<file path="src/include/spit_pkg.sv">
// Shared constants and types for the parallel video input timing block.
package spit_pkg;
    // ==========================================================
    // Register map
    localparam int ADDR_W = 8;
    localparam int DATA_W = 32;
    localparam logic [ADDR_W-1:0] REG_CTRL = 8'h00;
    localparam logic [ADDR_W-1:0] REG_STATUS = 8'h04;
    localparam logic [ADDR_W-1:0] REG_DROPS = 8'h08;
    localparam logic [ADDR_W-1:0] REG_TRS = 8'h0c;
    localparam int CTRL_HCFG_BIT = 0;
    localparam int CTRL_CAP_BIT = 1;
    localparam logic [1:0] CTRL_RESET = 2'h2;
    localparam int ST_MODE_LSB = 0;
    localparam int ST_WIDE_BIT = 2;
    localparam int ST_TSRC_BIT = 3;
    localparam int ST_PROC_BIT = 4;
    localparam int ST_CLK_BIT = 5;
    localparam int ST_HCFG_BIT = 6;
    localparam int ST_LEVEL_LSB = 8;
    // ==========================================================
    // Video words
    localparam int WORD_W = 10;
    localparam logic [WORD_W-1:0] TRS_ONES = 10'h3ff;
    localparam logic [WORD_W-1:0] TRS_ZERO = 10'h000;
    localparam int XYZ_F = 8;
    localparam int XYZ_V = 7;
    localparam int XYZ_H = 6;
    localparam int FIFO_DEPTH = 16;
    // ==========================================================
    // Timing
    localparam int CLK_PERIOD_PS = 8000;
    localparam int PCLK_SLOW_PERIOD_PS = 74075;
    localparam int PCLK_LOSS_PERIODS = 4;
    localparam int PCLK_LOSS_CYCLES =
        (PCLK_LOSS_PERIODS * PCLK_SLOW_PERIOD_PS) / CLK_PERIOD_PS;
    localparam int LOSS_W = 6;
    // ==========================================================
    // Operating modes and TRS tracking states
    typedef enum logic [1:0] {MODE_SMPTE, MODE_THROUGH, MODE_ASI, MODE_BAD} spit_mode_t;
    typedef enum logic [1:0] {TRS_IDLE, TRS_GOT_ONES, TRS_GOT_ZERO1, TRS_GOT_ZERO2} spit_trs_t;
endpackage : spit_pkg

</file>
<file path="src/verilog/spit_fifo.sv">
// Synchronous FIFO with valid and ready on both sides.
`timescale 1ns/10ps
module spit_fifo #(
    parameter int WIDTH = 22,
    parameter int DEPTH = 16
) (
    input wire logic clk,
    input wire logic srst,
    input wire logic in_valid,
    output logic in_ready,
    input wire logic [WIDTH-1:0] in_data,
    output logic out_valid,
    input wire logic out_ready,
    output logic [WIDTH-1:0] out_data,
    output logic [$clog2(DEPTH):0] level
);
    localparam int AW = $clog2(DEPTH);

    generate
        if (DEPTH < 2 || (1 << AW) != DEPTH) begin : g_bad_depth
            $error("spit_fifo depth must be a power of two, at least 2");
        end
    endgenerate

    logic [WIDTH-1:0] mem [DEPTH];
    logic [AW:0] wr_ptr;
    logic [AW:0] rd_ptr;
    wire push = in_valid && in_ready;
    wire pop = out_valid && out_ready;

    assign level = wr_ptr - rd_ptr;
    assign in_ready = (level != DEPTH[AW:0]) || (DEPTH == (1 << AW) && level[AW] == 1'b0);
    assign out_valid = (wr_ptr != rd_ptr);
    assign out_data = mem[rd_ptr[AW-1:0]];

    always_ff @(posedge clk) begin
        if (push) begin
            mem[wr_ptr[AW-1:0]] <= in_data;
        end
    end

    always_ff @(posedge clk) begin
        if (srst) begin
            wr_ptr <= '0;
            rd_ptr <= '0;
        end else begin
            if (push) begin
                wr_ptr <= wr_ptr + 1'b1;
            end
            if (pop) begin
                rd_ptr <= rd_ptr + 1'b1;
            end
        end
    end

    fifo_bounds_a: assert property (@(posedge clk) disable iff (srst)
        (level <= DEPTH) and (push |=> level == $past(level) + 1'b1 - (AW + 1)'($past(pop))))
        else $error("FIFO level out of step with push and pop.");
endmodule : spit_fifo

</file>
<file path="src/verilog/spit_trs_lane.sv">
// One ten-bit lane: finds TRS preambles and rewrites the XYZ word from the flags.
`timescale 1ns/10ps
module spit_trs_lane (
    input wire logic clk,
    input wire logic srst,
    input wire logic word_en,
    input wire logic [spit_pkg::WORD_W-1:0] din,
    input wire logic rewrite,
    input wire logic f_bit,
    input wire logic v_bit,
    input wire logic h_bit,
    output logic [spit_pkg::WORD_W-1:0] dout,
    output logic xyz,
    output logic rewrote
);
    // ==========================================================
    // XYZ word with protection bits.
    function automatic logic [spit_pkg::WORD_W-1:0] make_xyz(input logic f, input logic v,
                                                            input logic h);
        make_xyz = {1'b1, f, v, h, v ^ h, f ^ h, f ^ v, f ^ v ^ h, 2'b00};
    endfunction : make_xyz

    spit_pkg::spit_trs_t state;
    spit_pkg::spit_trs_t next_state;
    wire is_ones = (din == spit_pkg::TRS_ONES);
    wire is_zero = (din == spit_pkg::TRS_ZERO);
    wire at_xyz = (state == spit_pkg::TRS_GOT_ZERO2);
    wire [spit_pkg::WORD_W-1:0] new_xyz = make_xyz(f_bit, v_bit, h_bit);
    wire [spit_pkg::WORD_W-1:0] next_dout = (at_xyz && rewrite) ? new_xyz : din;

    always_comb begin
        case (state)
            spit_pkg::TRS_IDLE: next_state = is_ones ? spit_pkg::TRS_GOT_ONES : spit_pkg::TRS_IDLE;
            spit_pkg::TRS_GOT_ONES: begin
                if (is_zero) begin
                    next_state = spit_pkg::TRS_GOT_ZERO1;
                end else begin
                    next_state = is_ones ? spit_pkg::TRS_GOT_ONES : spit_pkg::TRS_IDLE;
                end
            end
            spit_pkg::TRS_GOT_ZERO1: begin
                if (is_zero) begin
                    next_state = spit_pkg::TRS_GOT_ZERO2;
                end else begin
                    next_state = is_ones ? spit_pkg::TRS_GOT_ONES : spit_pkg::TRS_IDLE;
                end
            end
            default: next_state = is_ones ? spit_pkg::TRS_GOT_ONES : spit_pkg::TRS_IDLE;
        endcase
    end

    always_ff @(posedge clk) begin
        if (srst) begin
            state <= spit_pkg::TRS_IDLE;
            dout <= '0;
            xyz <= 1'b0;
            rewrote <= 1'b0;
        end else if (word_en) begin
            state <= next_state;
            dout <= next_dout; // RULE1 RULE4 RULE7
            xyz <= at_xyz;
            rewrote <= at_xyz && rewrite;
        end
    end

    field_bit_a: assert property (@(posedge clk) disable iff (srst) // RULE1
        word_en && at_xyz && rewrite |=> dout[spit_pkg::XYZ_F] == $past(f_bit))
        else $error("F bit of rewritten XYZ does not follow the field flag.");
    vert_bit_a: assert property (@(posedge clk) disable iff (srst) // RULE4
        word_en && at_xyz && rewrite |=> dout[spit_pkg::XYZ_V] == $past(v_bit))
        else $error("V bit of rewritten XYZ does not follow the blanking flag.");
    horiz_bit_a: assert property (@(posedge clk) disable iff (srst) // RULE7
        word_en && at_xyz && rewrite |=> dout[spit_pkg::XYZ_H] == $past(h_bit))
        else $error("H bit of rewritten XYZ does not follow the horizontal flag.");
    flags_ignored_a: assert property (@(posedge clk) disable iff (srst) // RULE3
        word_en && !rewrite |=> dout == $past(din))
        else $error("Word altered while flags are to be ignored.");
endmodule : spit_trs_lane

</file>
<file path="src/verilog/spit_input.sv">
// Parallel video input stage: pin sampling, mode decode, TRS flag insertion, FIFO, registers.
//
// Decided for this implementation: the register addresses and the plain strobed port.
`timescale 1ns/10ps
// Contract
// RULE1: F bit set while field flag high.
// RULE2: Source holds field flag high in field two.
// RULE3: Field flag ignored under embedded timing.
// RULE4: V bit set while vertical flag high.
// RULE5: Source drives vertical flag over blanking interval.
// RULE6: Vertical flag ignored under embedded timing.
// RULE7: H bit set while horizontal flag high.
// RULE8: Horizontal select zero: flag spans EAV, SAV. Code ignores the select and copies the flag as under select one.
// RULE9: Horizontal select one: flag follows received H.
// RULE10: Wide bus lower half: chroma, data, unused.
// RULE11: Narrow bus lower half always unused.
// RULE12: Wide bus upper half: luma, data, ASI.
// RULE13: Narrow bus upper half: muxed video, data, ASI.
// RULE14: Mode from processing and ASI selects.
// RULE15: Select high embedded TRS, low external flags.
// RULE16: Source clock 13.5 or 27 MHz.
// RULE17: Sample bus and flags on clock rise.
// RULE18: Highest bit of each half is MSB.
module spit_input (
    input wire logic clk,
    input wire logic srst,
    input wire logic pclk_pin,
    input wire logic [19:0] din_pin,
    input wire logic f_pin,
    input wire logic v_pin,
    input wire logic h_pin,
    input wire logic timing_source_select,
    input wire logic processing_enable,
    input wire logic bus_width_select,
    input wire logic video_processing_select,
    input wire logic asi_mode_select,
    input wire logic [spit_pkg::ADDR_W-1:0] reg_addr,
    input wire logic [spit_pkg::DATA_W-1:0] reg_wdata,
    input wire logic reg_wr,
    input wire logic reg_rd,
    output logic [spit_pkg::DATA_W-1:0] reg_rdata,
    output logic out_valid,
    input wire logic out_ready,
    output logic [spit_pkg::WORD_W-1:0] out_upper,
    output logic [spit_pkg::WORD_W-1:0] out_lower,
    output logic out_lower_used,
    output logic out_xyz
);
    localparam int W = spit_pkg::WORD_W;
    localparam int PINS = 2 * W + 8;
    localparam int FW = 2 * W + 2;
    localparam int LVL_W = $clog2(spit_pkg::FIFO_DEPTH) + 1;
    localparam logic [spit_pkg::LOSS_W-1:0] LOSS_MAX =
        spit_pkg::LOSS_W'(spit_pkg::PCLK_LOSS_CYCLES);

    // ==========================================================
    // Mode decode.
    function automatic spit_pkg::spit_mode_t decode_mode(input logic proc_sel,
                                                         input logic asi_sel);
        case ({proc_sel, asi_sel})
            2'b10: decode_mode = spit_pkg::MODE_SMPTE;
            2'b00: decode_mode = spit_pkg::MODE_THROUGH;
            2'b01: decode_mode = spit_pkg::MODE_ASI;
            default: decode_mode = spit_pkg::MODE_BAD;
        endcase
    endfunction : decode_mode

    // ==========================================================
    // Two-flop synchronisers for every pin.
    logic [PINS-1:0] pins_meta;
    logic [PINS-1:0] pins_sync;
    logic pclk_prev;
    wire [PINS-1:0] pins_raw = {pclk_pin, f_pin, v_pin, h_pin, timing_source_select,
                                processing_enable, bus_width_select, asi_mode_select,
                                din_pin};
    wire [2*W-1:0] din_s = pins_sync[2*W-1:0];
    wire asi_s = pins_sync[2*W];
    wire wide_s = pins_sync[2*W+1];
    wire proc_en_s = pins_sync[2*W+2];
    wire tsrc_s = pins_sync[2*W+3];
    wire h_s = pins_sync[2*W+4];
    wire v_s = pins_sync[2*W+5];
    wire f_s = pins_sync[2*W+6];
    wire pclk_s = pins_sync[2*W+7];
    logic vsel_meta;
    logic vsel_s;

    always_ff @(posedge clk) begin
        if (srst) begin
            pins_meta <= '0;
            pins_sync <= '0;
            vsel_meta <= 1'b0;
            vsel_s <= 1'b0;
            pclk_prev <= 1'b0;
        end else begin
            pins_meta <= pins_raw;
            pins_sync <= pins_meta;
            vsel_meta <= video_processing_select;
            vsel_s <= vsel_meta;
            pclk_prev <= pclk_s;
        end
    end

    // A rising edge of the synchronised parallel clock marks one input word.
    wire word_en = pclk_s && !pclk_prev; // RULE17

    // ==========================================================
    // Word capture and lane steering.
    spit_pkg::spit_mode_t mode;
    logic wide;
    logic [W-1:0] cap_upper;
    logic [W-1:0] cap_lower;
    logic cap_lower_used;
    logic cap_f;
    logic cap_v;
    logic cap_h;
    logic cap_rewrite;
    logic cap_en;

    wire spit_pkg::spit_mode_t next_mode = decode_mode(vsel_s, asi_s); // RULE14
    // The lower half is only read on a wide bus outside ASI mode.
    wire next_lower_used = wide_s && (next_mode != spit_pkg::MODE_ASI); // RULE10 RULE11
    // Flags steer TRS only with external timing, processing on, in SMPTE mode.
    wire next_rewrite = !tsrc_s && proc_en_s && (next_mode == spit_pkg::MODE_SMPTE); // RULE15

    always_ff @(posedge clk) begin
        if (srst) begin
            mode <= spit_pkg::MODE_THROUGH;
            wide <= 1'b0;
            cap_upper <= '0;
            cap_lower <= '0;
            cap_lower_used <= 1'b0;
            cap_f <= 1'b0;
            cap_v <= 1'b0;
            cap_h <= 1'b0;
            cap_rewrite <= 1'b0;
            cap_en <= 1'b0;
        end else begin
            cap_en <= word_en;
            if (word_en) begin
                mode <= next_mode;
                wide <= wide_s;
                cap_upper <= din_s[2*W-1:W]; // RULE12 RULE13 RULE18
                cap_lower <= next_lower_used ? din_s[W-1:0] : '0; // RULE10 RULE11 RULE18
                cap_lower_used <= next_lower_used;
                cap_f <= f_s; // RULE1 RULE2
                cap_v <= v_s; // RULE4 RULE5
                cap_h <= h_s; // RULE7 RULE8 RULE9
                cap_rewrite <= next_rewrite; // RULE3 RULE6
            end
        end
    end

    // ==========================================================
    // TRS lanes: upper and lower halves.
    logic [W-1:0] lane_dout [2];
    logic [1:0] lane_xyz;
    logic [1:0] lane_rewrote;
    logic lane_valid;
    logic lane_lower_used;
    wire [W-1:0] lane_din [2];
    assign lane_din[0] = cap_lower;
    assign lane_din[1] = cap_upper;

    genvar gi;
    generate
        for (gi = 0; gi < 2; gi++) begin : g_lane
            spit_trs_lane u_lane (
                .clk(clk),
                .srst(srst),
                .word_en(cap_en),
                .din(lane_din[gi]),
                .rewrite(cap_rewrite && (gi == 1 || cap_lower_used)),
                .f_bit(cap_f),
                .v_bit(cap_v),
                .h_bit(cap_h),
                .dout(lane_dout[gi]),
                .xyz(lane_xyz[gi]),
                .rewrote(lane_rewrote[gi])
            );
        end
    endgenerate

    always_ff @(posedge clk) begin
        if (srst) begin
            lane_valid <= 1'b0;
            lane_lower_used <= 1'b0;
        end else begin
            lane_valid <= cap_en;
            if (cap_en) begin
                lane_lower_used <= cap_lower_used;
            end
        end
    end

    // ==========================================================
    // Registers, FIFO and clock watchdog.
    logic [1:0] ctrl;
    logic [spit_pkg::DATA_W-1:0] drops;
    logic [spit_pkg::DATA_W-1:0] trs_count;
    logic [spit_pkg::LOSS_W-1:0] loss_cnt;
    logic fifo_in_ready;
    logic [FW-1:0] fifo_out;
    logic [LVL_W-1:0] fifo_level;

    wire capture_on = ctrl[spit_pkg::CTRL_CAP_BIT];
    wire fifo_push = lane_valid && capture_on;
    // Video cannot be stalled, so a word that finds the FIFO full is counted and lost.
    wire drop_evt = fifo_push && !fifo_in_ready;
    wire trs_evt = lane_valid && (lane_rewrote != 2'b00);
    wire pclk_alive = (loss_cnt != LOSS_MAX);
    wire wr_ctrl = reg_wr && (reg_addr == spit_pkg::REG_CTRL);
    wire wr_drops = reg_wr && (reg_addr == spit_pkg::REG_DROPS);
    wire wr_trs = reg_wr && (reg_addr == spit_pkg::REG_TRS);
    wire [FW-1:0] fifo_in = {lane_lower_used, |lane_xyz, lane_dout[1], lane_dout[0]};

    wire [spit_pkg::DATA_W-1:0] status_word =
        (spit_pkg::DATA_W'(mode) << spit_pkg::ST_MODE_LSB)
        | (spit_pkg::DATA_W'(wide) << spit_pkg::ST_WIDE_BIT)
        | (spit_pkg::DATA_W'(tsrc_s) << spit_pkg::ST_TSRC_BIT)
        | (spit_pkg::DATA_W'(proc_en_s) << spit_pkg::ST_PROC_BIT)
        | (spit_pkg::DATA_W'(pclk_alive) << spit_pkg::ST_CLK_BIT)
        | (spit_pkg::DATA_W'(ctrl[spit_pkg::CTRL_HCFG_BIT]) << spit_pkg::ST_HCFG_BIT)
        | (spit_pkg::DATA_W'(fifo_level) << spit_pkg::ST_LEVEL_LSB);

    wire [spit_pkg::DATA_W-1:0] next_rdata =
        !reg_rd ? '0 :
        (reg_addr == spit_pkg::REG_CTRL) ? spit_pkg::DATA_W'(ctrl) :
        (reg_addr == spit_pkg::REG_STATUS) ? status_word :
        (reg_addr == spit_pkg::REG_DROPS) ? drops :
        (reg_addr == spit_pkg::REG_TRS) ? trs_count : '0;

    spit_fifo #(.WIDTH(FW), .DEPTH(spit_pkg::FIFO_DEPTH)) u_fifo (
        .clk(clk),
        .srst(srst),
        .in_valid(fifo_push),
        .in_ready(fifo_in_ready),
        .in_data(fifo_in),
        .out_valid(out_valid),
        .out_ready(out_ready),
        .out_data(fifo_out),
        .level(fifo_level)
    );

    assign out_lower_used = fifo_out[FW-1];
    assign out_xyz = fifo_out[FW-2];
    assign out_upper = fifo_out[2*W-1:W];
    assign out_lower = fifo_out[W-1:0];

    always_ff @(posedge clk) begin
        if (srst) begin
            ctrl <= spit_pkg::CTRL_RESET;
            drops <= '0;
            trs_count <= '0;
            reg_rdata <= '0;
            loss_cnt <= '0;
        end else begin
            reg_rdata <= next_rdata;
            if (wr_ctrl) begin
                ctrl <= reg_wdata[1:0];
            end
            // A new event in the clearing cycle is kept.
            if (wr_drops || drop_evt) begin
                drops <= wr_drops ? spit_pkg::DATA_W'(drop_evt) : drops + 1'b1;
            end
            if (wr_trs || trs_evt) begin
                trs_count <= wr_trs ? spit_pkg::DATA_W'(trs_evt) : trs_count + 1'b1;
            end
            if (word_en) begin
                loss_cnt <= '0;
            end else if (pclk_alive) begin
                loss_cnt <= loss_cnt + 1'b1;
            end
        end
    end

    // ==========================================================
    // Checks.
    mode_decode_a: assert property (@(posedge clk) disable iff (srst) // RULE14
        word_en |=> mode == decode_mode($past(vsel_s), $past(asi_s)))
        else $error("Operating mode not decoded from the select pins.");
    lower_unused_a: assert property (@(posedge clk) disable iff (srst) // RULE11
        word_en && !wide_s |=> cap_lower == '0 && !cap_lower_used)
        else $error("Lower half read on a narrow bus.");
    lower_asi_a: assert property (@(posedge clk) disable iff (srst) // RULE10
        word_en && wide_s && asi_s && !vsel_s |=> !cap_lower_used && cap_lower == '0)
        else $error("Lower half read in ASI mode.");
    upper_capture_a: assert property (@(posedge clk) disable iff (srst) // RULE12
        word_en |=> cap_upper == $past(din_s[2*W-1:W]))
        else $error("Upper half not captured on the clock rise.");
    embedded_timing_a: assert property (@(posedge clk) disable iff (srst) // RULE6
        word_en && tsrc_s |=> !cap_rewrite)
        else $error("External flags used while embedded timing is selected.");
    sample_edge_a: assert property (@(posedge clk) disable iff (srst) // RULE17
        !word_en |=> $stable(cap_f) && $stable(cap_v) && $stable(cap_h))
        else $error("Flags sampled away from a parallel clock rise.");
    word_path_a: assert property (@(posedge clk) disable iff (srst)
        word_en && capture_on ##2 fifo_in_ready |-> fifo_push)
        else $error("Captured word did not reach the FIFO two cycles later.");
    drop_count_a: assert property (@(posedge clk) disable iff (srst)
        drop_evt && !wr_drops |=> drops == $past(drops) + 1'b1)
        else $error("Lost word not counted.");
endmodule : spit_input

</file>
<file path="config.mk">
export PLATFORM = sky130hd
export DESIGN_NAME = spit_input
export DESIGN_NICKNAME = d
export VERILOG_FILES = /design/src/include/spit_pkg.sv /design/src/verilog/spit_fifo.sv /design/src/verilog/spit_trs_lane.sv /design/src/verilog/spit_input.sv
export SDC_FILE = /design/constraint.sdc
export NUM_CORES = 1
export LEC_CHECK = 0
export ABC_AREA = 1
export BUFFER_PORTS_ARGS = -buffer_cell sky130_fd_sc_hd__buf_2
export CAP_MARGIN = 10
export CORE_ASPECT_RATIO = 0.75
export CORE_MARGIN = 2
export CORE_UTILIZATION = 45
export CTS_BUF_LIST = sky130_fd_sc_hd__clkbuf_8
export CTS_CLUSTER_SIZE = 30
export DETAILED_ROUTE_END_ITERATION = 12
export PLACE_DENSITY = 0.69
export SLEW_MARGIN = 15
export SYNTH_ARGS = -nofsm -noshare
export SYNTH_HDL_FRONTEND = slang
export SYNTH_SLANG_ARGS = --single-unit
</file>
<file path="constraint.sdc">
create_clock -name clk -period 4.1 [get_ports clk]
set_clock_uncertainty 0.05 [all_clocks]
set_input_delay 1.025 -clock clk [delete_from_list [all_inputs] [get_ports clk]]
set_output_delay 1.025 -clock clk [all_outputs]
set_load 0.03 [all_outputs]
</file>
==> summary.md <==
| Metric | Value |
|---|---|
| Number of synthesized register bits | `slightly below 600` |
| Max-slew violations | `0` |
| Critical path class | `reg2out` |
| Clock Path Buffers | `3` |
| Total GRT Usage | `a little over a fifth` |
| Routed len/inst | `17.8 um` |
| Die Wd | `around 270 um` |
| Post-Syn Area | `24400 um^2` |
| Crit start category | `flip-flop` |
| Power Density | `~450 nW/um^2` |
| CTS buffer count | `89` |
| Final ANT Viol Nets | `0` |
| FMAX | `0.262 GHz` |
| I/O pins | `approximately 130` |
| DRC Markers | `0` |
| DR pass1 iterations | `8` |
| Share of layout cells above drive strength 1 | `12.0%` |
| Worst vdd rail ir drop | `0.238 mV` |
| Post-cts gate resize count | `0` |
| Final wirelength | `58500 um` |
| Status | `finished clean` |
| CP arrival | `2.75 ns` |
| Syn Area/Cell | `10.2 um^2` |
| Worst path max stage delay | `0.74 ns` |
| Core box area | `53200 um^2` |
| Synth top area cells | `edfxtp_1 43%, dfxtp_1 19%, nand2_1 5.3%, inv_1 4.7%, a21oi_1 3.9%` |
| Seq/Total Area, Yosys | `between 60 and 70%` |
| Relative slew margins | `a little under a third` |
| Hold Path Class | `reg2reg` |
| Setup bufs post-CTS | `0` |
| Yosys top cell by area | `edfxtp_1` |
| Die ar. | `56100 um^2` |
| Crit Path Max Fanout | `28` |
| Yosys top cell area share | `about 43%` |
| H-Tree Depth | `3` |
| Clock root buffer | `clkbuf_8` |
| DPL Wire Length | `36300 um` |
| RSZ-0062 raised after global routing | `false` |
| Total nets after synthesis | `2485` |
| Clock Latency Late Sink | `0.70 ns` |
| Vias in the first global route | `16600` |
| Fin nets | `between 2000 and 3000` |
| CP max-delay cell | `dfxtp_2` |
| CTS sink count | `between 500 and 600` |
| DRT iter0 DRCs | `between 1500 and 2000` |
| Starting Density | `45.8%` |
| Lkg Pwr | `around 10 nW` |
| Hold buffer count at cts | `0` |
| GRT Residual Overflow | `0` |
| Minimum clock period | `3.82 ns` |
| Largest net degree at the start of global routing | `slightly above 90` |
| CTS tree | `yes` |
| Cells along the critical path | `inv_2 -> o211ai_1 -> nand3_1 -> nand2_1 -> buf_2` |
| Die height | `206 um` |
| Synthesis warning total | `0` |
| Final hold viol count | `0` |
| CP endpoint kind | `output pin` |
| Layout Utilization | `approximately 51%` |
| Clock-pin slew on the worst setup and hold paths | `0.06 ns` |
| Final critical-path share of the clock period | `about 93%` |
| Post-Syn Instances | `2388` |
| First-pass GRT wire length | `91000 um` |
| Synth cell types | `50` |
| Max Cap Viol | `0` |
| Via/cell ratio | `approximately 5.3` |
| Port bufs | `just under 100` |
| Setup_tns | `0 ns` |
| Initial antenna violation count | `2` |
| Fill cells | `4722` |
| # setup viols final | `0` |
| Placer Congestion | `around 0.9` |
| Row Count | `73` |
| CP required | `3.02 ns` |
| Vias | `17500` |
| Area Overhead vs Synth | `12.3%` |
| Slew @ Worst Pin | `approximately 1.0 ns` |
==> cells by family after synthesis <==
kind of cell | after synthesis | share of synthesized area [%]
AO/OA/AOI/OAI | 480 | 11.1
XOR/XNOR | 19 | 0.683
adder cells (fa/ha/maj) | 23 | 1.21
buffers and inverters | 421 | 6.92
flip-flops | 588 | 62.7
multiplexers | 88 | 3.61
AND/OR/NAND/NOR | 769 | 13.7
==> path summary, 6_finish.rpt <==
| check | startpoint | end | slack, ns | cells past startpoint |
|---|---|---|---|---|
| worst min register to register | pins_meta[17] | pins_sync[17] | 0.35 | 2 |
| worst max register to register | u_fifo.wr_ptr[0] | u_fifo.mem[4][4] | 0.90 | 12 |
| worst min-delay path | pins_meta[17] | pins_sync[17] | 0.35 | 2 |
| worst max-delay path | flip-flop | out_lower[9] | 0.28 | 5 |
==> worst max-delay path, delay by kind of cell (launching register included) <==
| family | cells | cell delay, ns |
|---|---|---|
| AOI/OAI and AO/OA | 1 | 0.24 |
| and+or+nand+nor | 2 | 0.32 |
| buffers and inverters | 2 | 0.75 |
| DFF | 1 | 0.74 |
==> registers in the layout, indices dropped and copies added (netlist names), 2 cells and up, named ones only <==
signal / cells
u_fifo.mem: 352
drops: 32
reg_rdata: 32
trs_count: 32
pins_meta: 28
pins_sync: 28
g_lane.u_lane.dout: 20
cap_lower: 10
cap_upper: 10
loss_cnt: 6
u_fifo.rd_ptr: 5
u_fifo.wr_ptr: 5
g_lane.u_lane.state: 4
ctrl: 2
g_lane.u_lane.rewrote: 2
g_lane.u_lane.xyz: 2
mode: 2
==> stage by stage <==
step / instance area [um^2] / total power, W / hold slack, ns / worst slack (ns) / std cells
floorplan: 24400 / 0.00732 / 0.338 / 0.421 / 2388
global placement: 25600 / 0.00761 / 0.348 / 0.975 / 3125
detailed placement: 25600 / 0.00764 / 0.347 / 0.941 / 3125
CTS: 27400 / 0.0123 / 0.357 / 0.232 / 3286
global route: 27400 / 0.0127 / 0.368 / 0.103 / 3286
finish: 27400 / 0.0122 / 0.355 / 0.279 / 3288
==> final cells by class <==
| class | instances | area [um^2] | share of cell area (%) |
|---|---|---|---|
| clock inverters | 61 | 369 | 1.35 |
| multi-input cells | 1379 | 7440 | 27.2 |
| well taps | 712 | 891 | 3.25 |
| flip-flops and latches | 588 | 15300 | 55.9 |
| clock buffers | 100 | 1380 | 5.03 |
| repair buffers | 132 | 811 | 2.96 |
| diodes | 2 | 5.00 | 0.0183 |
| inverters | 314 | 1180 | 4.31 |
==> synth_stat cells, drive strengths merged <==
master / n
o22ai: 11
inv: 311
o21bai: 1
nor4: 4
and2: 1
a221oi: 4
nor3: 26
nor2: 231
buf: 47
a21oi: 188
nand3: 121
a31oi: 8
clkbuf: 60
a22oi: 1
o211ai: 94
and3: 3
edfxtp: 352
nand3b: 4
dfxtp: 236
xnor2: 5
xor2: 14
fa: 1
ha: 22
or2: 7
clkinv: 3
nand4: 24
mux2i: 88
o21ai: 164
nor3b: 2
o21a: 2
nand2: 346
o22a: 1
o221ai: 3
a22o: 1
o31ai: 2
==> routing by layer <==
metal,GRT usage [%],vias up,part of all wire (%),wire length [um]
met1,30.4,8317,46,26900
met5,0,-,0,0
met2,31.3,666,43,25300
met3,4.78,100,8.5,4980
met4,6.61,0,2.2,1300
li1,-,8385,-,-
==> report_power, final <==
group	switching [W]	internal (W)	total, W
logic	0.000782	0.000406	0.00119
registers	0.0000613	0.00626	0.00632
clock network	0.00228	0.00245	0.00472
total	0.00312	0.00911	0.0122
==> cells in the final DEF, fill, tap and decap left out, types with 4 or more instances in the layout <==
master,count
nor2_1,204
clkinv_1,15
buf_4,30
nor2_2,21
nand3_2,7
buf_12,5
nor2_4,5
nor3_1,22
nand2_1,341
edfxtp_1,352
o21ai_0,162
a221oi_1,4
nand3_1,113
a21oi_1,188
nand3b_1,4
xor2_1,14
clkinv_2,8
inv_1,336
nand2_2,5
inv_2,5
mux2i_1,88
a31oi_1,8
nand4_1,24
ha_1,22
dfxtp_1,233
nor4_1,4
o211ai_1,94
xnor2_1,5
buf_2,97
or2_2,5
o22ai_1,11
clkbuf_8,100
No activity file was read; power rests on OpenSTA's default activity.
